$ cat src/udt_map.svh
// register map, field positions, reset values and timing constants of the up/down timer
// What this block does
// count is sixteen bits: low byte plus high byte, high advances on low wrap
// counter/timer select: clear counts clock divided by 12, set counts pin edges
// low byte advances only while run control is set, otherwise count holds
// three modes: capture, auto-reload, baud rate; picked by clock selects and capture select
// auto-reload with down-count disabled is a plain up counter with reload
// auto-reload with down-count enabled takes direction from direction pin
// pin high counts up; passing FFFFh sets overflow flag and requests interrupt
// up overflow loads reload pair into count bytes
// pin low counts down; underflow when count equals reload pair
// down underflow sets overflow flag and loads FFFFh
// up/down mode toggles external flag on each wrap, never an interrupt
// software clears overflow flag; hardware never clears it
// counter operation advances on each falling edge of count pin
// count and direction pins are synchronised before edge detection
`ifndef UDT_MAP_SVH
`define UDT_MAP_SVH
`define UDT_CTRL_ADDR 8'h00
`define UDT_MODE_ADDR 8'h04
`define UDT_COUNT_ADDR 8'h08
`define UDT_RELOAD_ADDR 8'h0C
`define UDT_STATUS_ADDR 8'h10
`define UDT_MASK_ADDR 8'h14
`define UDT_ADDR_W 8
// control register fields
`define UDT_CTRL_CAP 0
`define UDT_CTRL_CT 1
`define UDT_CTRL_RUN 2
`define UDT_CTRL_TRANSMIT_CLOCK_SELECT 4
`define UDT_CTRL_RCLK 5
// mode register fields
`define UDT_MODE_DOWN_COUNT_ENABLE 0
// status register fields
`define UDT_ST_OVF 0
`define UDT_ST_EXT 1
`define UDT_ZERO32 32'h0000_0000
`define UDT_ZERO16 16'h0000
`define UDT_ONES16 16'hFFFF
`define UDT_ZERO8 8'h00
`define UDT_ONE8 8'h01
`define UDT_ONES8 8'hFF
`define UDT_PRESCALE 4'hB
`define UDT_ZERO4 4'h0
`define UDT_ONE4 4'h1
`endif

$ cat src/udt_pkg.sv
// types shared by the up/down timer files
package udt_pkg;
    typedef enum logic [1:0] {
        UDT_MODE_CAPTURE,
        UDT_MODE_RELOAD,
        UDT_MODE_BAUD
    } udt_mode_t;
endpackage

$ cat src/udt_sync.sv
// two-flop synchroniser for the external pins
`timescale 1ns/10ps
module udt_sync (
    input wire logic clk_in,
    input wire logic resetn_in,
    input wire logic d_in,
    output logic q_out
);
    logic meta_q;
    logic meta_d;
    logic sync_q;
    logic sync_d;

    always_comb begin
        meta_d = d_in;
        sync_d = meta_q;
    end

    always_ff @(posedge clk_in or negedge resetn_in) begin
        if (!resetn_in) begin
            meta_q <= 1'b1;
            sync_q <= 1'b1;
        end else begin
            meta_q <= meta_d;
            sync_q <= sync_d;
        end
    end

    assign q_out = sync_q;
endmodule

$ cat src/udt_timer.sv
// up/down auto-reload timer with AHB-Lite register slave
//
// The register addresses and register access over AHB-Lite were left to the implementer.
`timescale 1ns/10ps
`include "udt_map.svh"
module udt_timer (
    input wire logic clk_in,
    input wire logic resetn_in,
    input wire logic hsel_in,
    input wire logic [31:0] haddr_in,
    input wire logic [1:0] htrans_in,
    input wire logic hwrite_in,
    input wire logic [2:0] hsize_in,
    input wire logic [31:0] hwdata_in,
    input wire logic hready_in,
    output logic [31:0] hrdata_out,
    output logic hreadyout_out,
    output logic hresp_out,
    input wire logic ext_count_pin_in,
    input wire logic direction_pin_in,
    output logic irq_out
);
    logic count_pin_s;
    logic dir_pin_s;
    logic count_pin_prev_q;
    logic count_pin_prev_d;


    udt_sync u_sync_count (
        .clk_in(clk_in),
        .resetn_in(resetn_in),
        .d_in(ext_count_pin_in),
        .q_out(count_pin_s)
    );


    udt_sync u_sync_dir (
        .clk_in(clk_in),
        .resetn_in(resetn_in),
        .d_in(direction_pin_in),
        .q_out(dir_pin_s)
    );

    // bus address phase capture
    logic wr_pend_q;
    logic wr_pend_d;
    logic [`UDT_ADDR_W-1:0] wr_addr_q;
    logic [`UDT_ADDR_W-1:0] wr_addr_d;
    logic [31:0] rdata_q;
    logic [31:0] rdata_d;
    logic addr_phase;

    // software state
    logic capture_reload_select_q;
    logic capture_reload_select_d;
    logic counter_timer_select_q;
    logic counter_timer_select_d;
    logic run_control_q;
    logic run_control_d;
    logic transmit_clock_select_q;
    logic transmit_clock_select_d;
    logic receive_clock_select_q;
    logic receive_clock_select_d;
    logic down_count_enable_q;
    logic down_count_enable_d;
    logic [7:0] count_low_byte_q;
    logic [7:0] count_low_byte_d;
    logic [7:0] count_high_byte_q;
    logic [7:0] count_high_byte_d;
    logic [7:0] reload_low_byte_q;
    logic [7:0] reload_low_byte_d;
    logic [7:0] reload_high_byte_q;
    logic [7:0] reload_high_byte_d;
    logic overflow_flag_q;
    logic overflow_flag_d;
    logic external_flag_q;
    logic external_flag_d;
    logic [1:0] irq_mask_q;
    logic [1:0] irq_mask_d;
    logic [3:0] prescale_q;
    logic [3:0] prescale_d;

    logic tick;
    logic count_up;
    logic wrap_up;
    logic wrap_down;
    logic updown;
    logic ovf_event;
    logic ext_event;
    logic [15:0] count;
    logic [15:0] reload;
    udt_pkg::udt_mode_t mode;

    assign count = {count_high_byte_q, count_low_byte_q};
    assign reload = {reload_high_byte_q, reload_low_byte_q};
    assign addr_phase = hsel_in && hready_in && htrans_in[1];


    always_comb begin
        if (receive_clock_select_q || transmit_clock_select_q) begin
            mode = udt_pkg::UDT_MODE_BAUD;
        end else if (capture_reload_select_q) begin
            mode = udt_pkg::UDT_MODE_CAPTURE;
        end else begin
            mode = udt_pkg::UDT_MODE_RELOAD;
        end
    end

    // timer source: divide by 12, counter source: falling edge of pin
    always_comb begin
        count_pin_prev_d = count_pin_s;
        prescale_d = prescale_q;
        if (run_control_q) begin
            if (prescale_q == `UDT_PRESCALE) begin
                prescale_d = `UDT_ZERO4;
            end else begin
                prescale_d = prescale_q + `UDT_ONE4;
            end
        end
        if (counter_timer_select_q) begin
            tick = run_control_q && count_pin_prev_q && !count_pin_s;
        end else begin
            tick = run_control_q && (prescale_q == `UDT_PRESCALE);
        end
    end

    // direction only from the pin when down counting is enabled in reload mode
    always_comb begin
        updown = (mode == udt_pkg::UDT_MODE_RELOAD) && down_count_enable_q;
        count_up = !updown || dir_pin_s;
        wrap_up = tick && count_up && (count == `UDT_ONES16);
        wrap_down = tick && !count_up && (count == reload);
    end

    // counter datapath; capture mode counts up and wraps to zero, baud mode counts up and loads the reload pair
    always_comb begin
        count_low_byte_d = count_low_byte_q;
        count_high_byte_d = count_high_byte_q;
        ovf_event = 1'b0;
        ext_event = 1'b0;
        if (wrap_up) begin
            ovf_event = (mode != udt_pkg::UDT_MODE_BAUD);
            ext_event = updown;
            if (mode == udt_pkg::UDT_MODE_CAPTURE) begin
                count_low_byte_d = `UDT_ZERO8;
                count_high_byte_d = `UDT_ZERO8;
            end else begin
                count_low_byte_d = reload_low_byte_q;
                count_high_byte_d = reload_high_byte_q;
            end
        end else if (wrap_down) begin
            ovf_event = 1'b1;
            ext_event = 1'b1;
            count_low_byte_d = `UDT_ONES8;
            count_high_byte_d = `UDT_ONES8;
        end else if (tick && count_up) begin
            count_low_byte_d = count_low_byte_q + `UDT_ONE8;
            if (count_low_byte_q == `UDT_ONES8) begin
                count_high_byte_d = count_high_byte_q + `UDT_ONE8;
            end
        end else if (tick) begin
            count_low_byte_d = count_low_byte_q - `UDT_ONE8;
            if (count_low_byte_q == `UDT_ZERO8) begin
                count_high_byte_d = count_high_byte_q - `UDT_ONE8;
            end
        end
        // a software write to the count wins over a same-cycle tick
        if (wr_pend_q && wr_addr_q == `UDT_COUNT_ADDR) begin
            count_low_byte_d = hwdata_in[7:0];
            count_high_byte_d = hwdata_in[15:8];
        end
    end

    // register writes and sticky flags
    always_comb begin
        capture_reload_select_d = capture_reload_select_q;
        counter_timer_select_d = counter_timer_select_q;
        run_control_d = run_control_q;
        transmit_clock_select_d = transmit_clock_select_q;
        receive_clock_select_d = receive_clock_select_q;
        down_count_enable_d = down_count_enable_q;
        reload_low_byte_d = reload_low_byte_q;
        reload_high_byte_d = reload_high_byte_q;
        irq_mask_d = irq_mask_q;
        overflow_flag_d = overflow_flag_q;
        external_flag_d = external_flag_q;
        if (wr_pend_q) begin
            unique case (wr_addr_q)
                `UDT_CTRL_ADDR: begin
                    capture_reload_select_d = hwdata_in[`UDT_CTRL_CAP];
                    counter_timer_select_d = hwdata_in[`UDT_CTRL_CT];
                    run_control_d = hwdata_in[`UDT_CTRL_RUN];
                    transmit_clock_select_d = hwdata_in[`UDT_CTRL_TRANSMIT_CLOCK_SELECT];
                    receive_clock_select_d = hwdata_in[`UDT_CTRL_RCLK];
                end
                `UDT_MODE_ADDR: begin
                    down_count_enable_d = hwdata_in[`UDT_MODE_DOWN_COUNT_ENABLE];
                end
                `UDT_RELOAD_ADDR: begin
                    reload_low_byte_d = hwdata_in[7:0];
                    reload_high_byte_d = hwdata_in[15:8];
                end
                `UDT_STATUS_ADDR: begin
                    // write one to clear; only software clears the overflow flag, the external flag also toggles in hardware
                    if (hwdata_in[`UDT_ST_OVF]) begin
                        overflow_flag_d = 1'b0;
                    end
                    if (hwdata_in[`UDT_ST_EXT]) begin
                        external_flag_d = 1'b0;
                    end
                end
                `UDT_MASK_ADDR: begin
                    irq_mask_d = hwdata_in[1:0];
                end
                default: begin
                end
            endcase
        end
        // overflow set and external toggle both win over a same-cycle clear
        if (ovf_event) begin
            overflow_flag_d = 1'b1;
        end
        if (ext_event) begin
            external_flag_d = !external_flag_q;
        end
    end

    // bus address phase and read data
    always_comb begin
        wr_pend_d = addr_phase && hwrite_in;
        wr_addr_d = addr_phase ? haddr_in[`UDT_ADDR_W-1:0] : wr_addr_q;
        rdata_d = rdata_q;
        if (addr_phase && !hwrite_in) begin
            unique case (haddr_in[`UDT_ADDR_W-1:0])
                `UDT_CTRL_ADDR: begin
                    rdata_d = `UDT_ZERO32;
                    rdata_d[`UDT_CTRL_CAP] = capture_reload_select_q;
                    rdata_d[`UDT_CTRL_CT] = counter_timer_select_q;
                    rdata_d[`UDT_CTRL_RUN] = run_control_q;
                    rdata_d[`UDT_CTRL_TRANSMIT_CLOCK_SELECT] = transmit_clock_select_q;
                    rdata_d[`UDT_CTRL_RCLK] = receive_clock_select_q;
                end
                `UDT_MODE_ADDR: begin
                    rdata_d = `UDT_ZERO32;
                    rdata_d[`UDT_MODE_DOWN_COUNT_ENABLE] = down_count_enable_q;
                end
                `UDT_COUNT_ADDR: begin
                    rdata_d = {`UDT_ZERO16, count};
                end
                `UDT_RELOAD_ADDR: begin
                    rdata_d = {`UDT_ZERO16, reload};
                end
                `UDT_STATUS_ADDR: begin
                    rdata_d = `UDT_ZERO32;
                    rdata_d[`UDT_ST_OVF] = overflow_flag_q;
                    rdata_d[`UDT_ST_EXT] = external_flag_q;
                end
                `UDT_MASK_ADDR: begin
                    rdata_d = {30'h0000_0000, irq_mask_q};
                end
                default: begin
                    rdata_d = `UDT_ZERO32;
                end
            endcase
        end
    end

    always_ff @(posedge clk_in or negedge resetn_in) begin
        if (!resetn_in) begin
            wr_pend_q <= 1'b0;
            wr_addr_q <= `UDT_ZERO8;
            rdata_q <= `UDT_ZERO32;
            capture_reload_select_q <= 1'b0;
            counter_timer_select_q <= 1'b0;
            run_control_q <= 1'b0;
            transmit_clock_select_q <= 1'b0;
            receive_clock_select_q <= 1'b0;
            down_count_enable_q <= 1'b0;
            count_low_byte_q <= `UDT_ZERO8;
            count_high_byte_q <= `UDT_ZERO8;
            reload_low_byte_q <= `UDT_ZERO8;
            reload_high_byte_q <= `UDT_ZERO8;
            overflow_flag_q <= 1'b0;
            external_flag_q <= 1'b0;
            irq_mask_q <= 2'b00;
            prescale_q <= `UDT_ZERO4;
            count_pin_prev_q <= 1'b1;
        end else begin
            wr_pend_q <= wr_pend_d;
            wr_addr_q <= wr_addr_d;
            rdata_q <= rdata_d;
            capture_reload_select_q <= capture_reload_select_d;
            counter_timer_select_q <= counter_timer_select_d;
            run_control_q <= run_control_d;
            transmit_clock_select_q <= transmit_clock_select_d;
            receive_clock_select_q <= receive_clock_select_d;
            down_count_enable_q <= down_count_enable_d;
            count_low_byte_q <= count_low_byte_d;
            count_high_byte_q <= count_high_byte_d;
            reload_low_byte_q <= reload_low_byte_d;
            reload_high_byte_q <= reload_high_byte_d;
            overflow_flag_q <= overflow_flag_d;
            external_flag_q <= external_flag_d;
            irq_mask_q <= irq_mask_d;
            prescale_q <= prescale_d;
            count_pin_prev_q <= count_pin_prev_d;
        end
    end

    // external flag is masked out of the interrupt in up/down mode
    assign irq_out = (overflow_flag_q && irq_mask_q[`UDT_ST_OVF])
        || (external_flag_q && irq_mask_q[`UDT_ST_EXT] && !updown);
    assign hrdata_out = rdata_q;
    assign hreadyout_out = 1'b1;
    assign hresp_out = 1'b0;
endmodule

$ cat config.mk
export PLATFORM = sky130hd
export DESIGN_NAME = udt_timer
export DESIGN_NICKNAME = d
export VERILOG_FILES = /design/src/udt_pkg.sv /design/src/udt_sync.sv /design/src/udt_timer.sv
export VERILOG_INCLUDE_DIRS = /design/src
export SDC_FILE = /design/constraint.sdc
export NUM_CORES = 1
export LEC_CHECK = 0
export ABC_AREA = 1
export CORE_MARGIN = 5
export CORE_UTILIZATION = 41
export DETAILED_ROUTE_END_ITERATION = 6
export DONT_BUFFER_PORTS = 1
export PLACE_DENSITY_LB_ADDON = 0.08
export SYNTH_ARGS = -nofsm -noshare
export SYNTH_HDL_FRONTEND = slang
export SYNTH_SLANG_ARGS = --single-unit
$ cat constraint.sdc
create_clock -name clk_in -period 3.5 [get_ports clk_in]
set_clock_uncertainty 0.2 [all_clocks]
set_input_delay 0.35 -clock clk_in [delete_from_list [all_inputs] [get_ports clk_in]]
set_output_delay 0.35 -clock clk_in [all_outputs]
set_load 0.05 [all_outputs]
==> metrics.txt <==
hpwl dp=10100 µm; asr flop ratio synth=1.00; core area=0.0121 mm²; sequential element share of the synthesized area=0.374; antenna violations before repair=0; Root Buffer=clkbuf_16; DRC Markers=0; WS Path Type=flip-flop to flip-flop; Clock Latency Late Sink=0.35 ns; critical path peak fanout=21; GRT Residual Overflow=0; clock sinks=76; leakage power=3.02 nW; GRT Total Usage=0.196; Reg2Reg Capture Point=count_low_byte_q[7]; critical path launch point=prescale_q[0]; Critical Path End Type=flip-flop; Synth Flop Type=dfrtp_1; R2R Setup Slk=0.66 ns; first-pass GRT wire length=22500 µm; largest area contributor in the netlist=dfrtp_1; via count=4515; Hold Crit Class=input port to flip-flop; area grow syn2layout=13.0%; Final #Nets=826; final hold vios=0; DIE HEIGHT=122 µm; post-synth top area share=0.348; Post-Route WL=13700 µm; Post-DP Area=0.00520 mm²; Ys Warns=0; Tcrit/Tclk final=0.812; Die Span X=122 µm; syn_area_per_cell=7.18 µm²; setup TNS=0 ns; fraction of layout cells with a size suffix above 1=0.0935; vias per inst=4.98; Worst Max-Slew Pin Slew=0.713 ns; Yosys reg bits=76; final instance area=0.00577 mm²; final antenna-violating net count=0; startpoint types=flip-flop; input/output buffers=0; Cells after Synth=710; 1st-pass router iterations=5; final setup fails=0; Peak Freq=352 MHz; Area contributors post-synth=dfrtp_1 35%, nand2_1 17%, inv_1 6.4%, nor2_1 4.2%, ha_1 3.7%; Max-Cap Viols=0; pin count of the biggest net entering global routing=77; Arr. time, crit path=2.87 ns; Slew Limit Fails=0; worst relative slew slack=0.523; CTS tree=done; maximum VDD drop=301 µV; clk buf depth=2; unrepaired setup endpoints after global routing=false; Core Rows=40; DIE AREA=0.0148 mm²; fillcell total=1238; Worst-path clk slew=0.07 ns; RePlAce Congestion=0.902; post-synth cell types=46; Crit Reg-Reg Startpoint=prescale_q[0]; drt initial violations=311; io pins=111; WP data required=3.53 ns; EDFF count, synth=0; CTS Buf Count=9; r2r worst-path depth=16; antenna fix cells=0; initial core utilization=0.421; Tmin final=2.84 ns; drt wl/cell=15.1 µm; number of global-route vias before repair=4328; Critical Path End=count_low_byte_q[7]; Post-Syn Area=0.00510 mm²; setup bufs post-CTS=0; pwr dens=664 mW/mm²; status=complete, no violations; CTS HTree Levels=3
[cells by family after synthesis]
group	Yosys count	share of synthesized area
compound gates	92	0.101
mux	13	0.0287
simple gates	370	0.321
flops	76	0.374
other cells	2	0.00147
xor+xnor	9	0.0155
buf+inv	131	0.114
fa+ha+maj	17	0.0446
[worst min-delay path by stage]
stage	from	end	slack [ns]	cells after the start
after floorplan	resetn_in	capture_reload_select_q	-0.15	0
after global placement	resetn_in	wr_pend_q	-0.14	0
after detailed placement	resetn_in	wr_pend_q	-0.14	0
after CTS	hwdata_in[10]	count_high_byte_q[2]	0.008	4
after global routing	hwdata_in[5]	receive_clock_select_q	0.02	2
final	hwdata_in[10]	count_high_byte_q[2]	0.01	4
[metal layers]
metal / vias to the layer above / global-route usage / wire, µm
met5: - / 0 / 0
met4: 0 / 0.0847 / 310
met3: 21 / 0.0306 / 659
met2: 107 / 0.311 / 6320
met1: 2103 / 0.267 / 6420
li1: 2284 / - / -
[cell type report]
class | count | area (µm²) | area share
clock buffer | 10 | 239 | 0.0414
clock inverter | 6 | 71.3 | 0.0124
inverter | 99 | 379 | 0.0658
multi-input combinational | 519 | 2670 | 0.463
sequential | 76 | 1910 | 0.331
tap | 168 | 210 | 0.0365
timing repair buffer | 28 | 288 | 0.0499
[metrics by stage]
stage,utilization,worst slack (ns),hold WS (ns),power (mW),cells
final,0.476,0.659,0.0126,3.83,906
after global routing,0.476,0.328,0.0175,4.17,906
after CTS,0.476,0.628,0.00764,3.85,906
after detailed placement,0.429,0.638,-0.144,2.82,866
after global placement,0.429,0.684,-0.144,2.78,866
after floorplan,-,1.06,-0.146,2.49,726
[worst max-delay path, stage by stage (launching register included)]
cell	delay, ns
dfrtp_1	0.37
ha_1	0.18
inv_1	0.04
nor2_1	0.17
nand3_2	0.12
nand2_4	0.13
nand2_4	0.21
ha_1	0.43
nand3_1	0.11
nand2_1	0.12
nand2_1	0.08
nor3_1	0.21
nor2_1	0.06
o21ai_0	0.07
nand3_1	0.09
nand2_1	0.07
nand3_1	0.06
[state kept, by name, indices dropped and copies added, names as in the netlist, 2 cells and up]
signal / flops
irq_mask_q: 2
prescale_q: 4
count_low_byte_q: 8
count_high_byte_q: 8
wr_addr_q: 8
reload_high_byte_q: 8
reload_low_byte_q: 8
hrdata_out: 16
[cell usage after synthesis, types with 7 or more instances]
| master | count |
|---|---|
| dfrtp_1 | 71 |
| nor2_1 | 57 |
| o21ai_1 | 10 |
| inv_2 | 10 |
| ha_1 | 15 |
| a21oi_1 | 14 |
| o22ai_1 | 21 |
| inv_1 | 87 |
| nor3_1 | 8 |
| nand4_1 | 13 |
| mux2_2 | 7 |
| buf_4 | 19 |
| o21ai_0 | 36 |
| clkbuf_1 | 8 |
| nand3_1 | 30 |
| nand2_1 | 230 |
[layout by cell type, fill, tap and decap left out, types with 3 or more instances in the layout]
cell type	Yosys	layout
nand2_1	230	230
inv_1	87	87
dfrtp_1	71	71
nor2_1	57	57
o21ai_0	36	36
nand3_1	30	30
dlygate4sd3_1	0	23
o22ai_1	21	21
conb_1	2	18
ha_1	15	15
a21oi_1	14	14
nand4_1	13	13
inv_2	10	10
o21ai_1	10	10
clkbuf_16	0	9
nor3_1	8	8
mux2_2	7	7
xor2_1	6	6
mux2_1	6	6
nand2_4	5	5
nor2_2	5	5
o21bai_1	5	5
dfstp_2	5	5
nand2_2	4	4
buf_4	19	4
nand3_2	3	3
a31oi_1	3	3
xnor2_1	3	3
clkinv_4	1	3
[timing repair]
item,in CTS,in global routing
gates resized for setup,0,0
hold endpoints to repair,103,0
hold buffers,24,0
[where the power goes]
part           switching (mW)  internal [mW]  total (mW)
Clock                   0.402          0.577       0.979
Sequential              0.266           1.04        1.31
Combinational           0.946          0.597        1.54
Note: power is estimated with default switching activity, not from simulation.
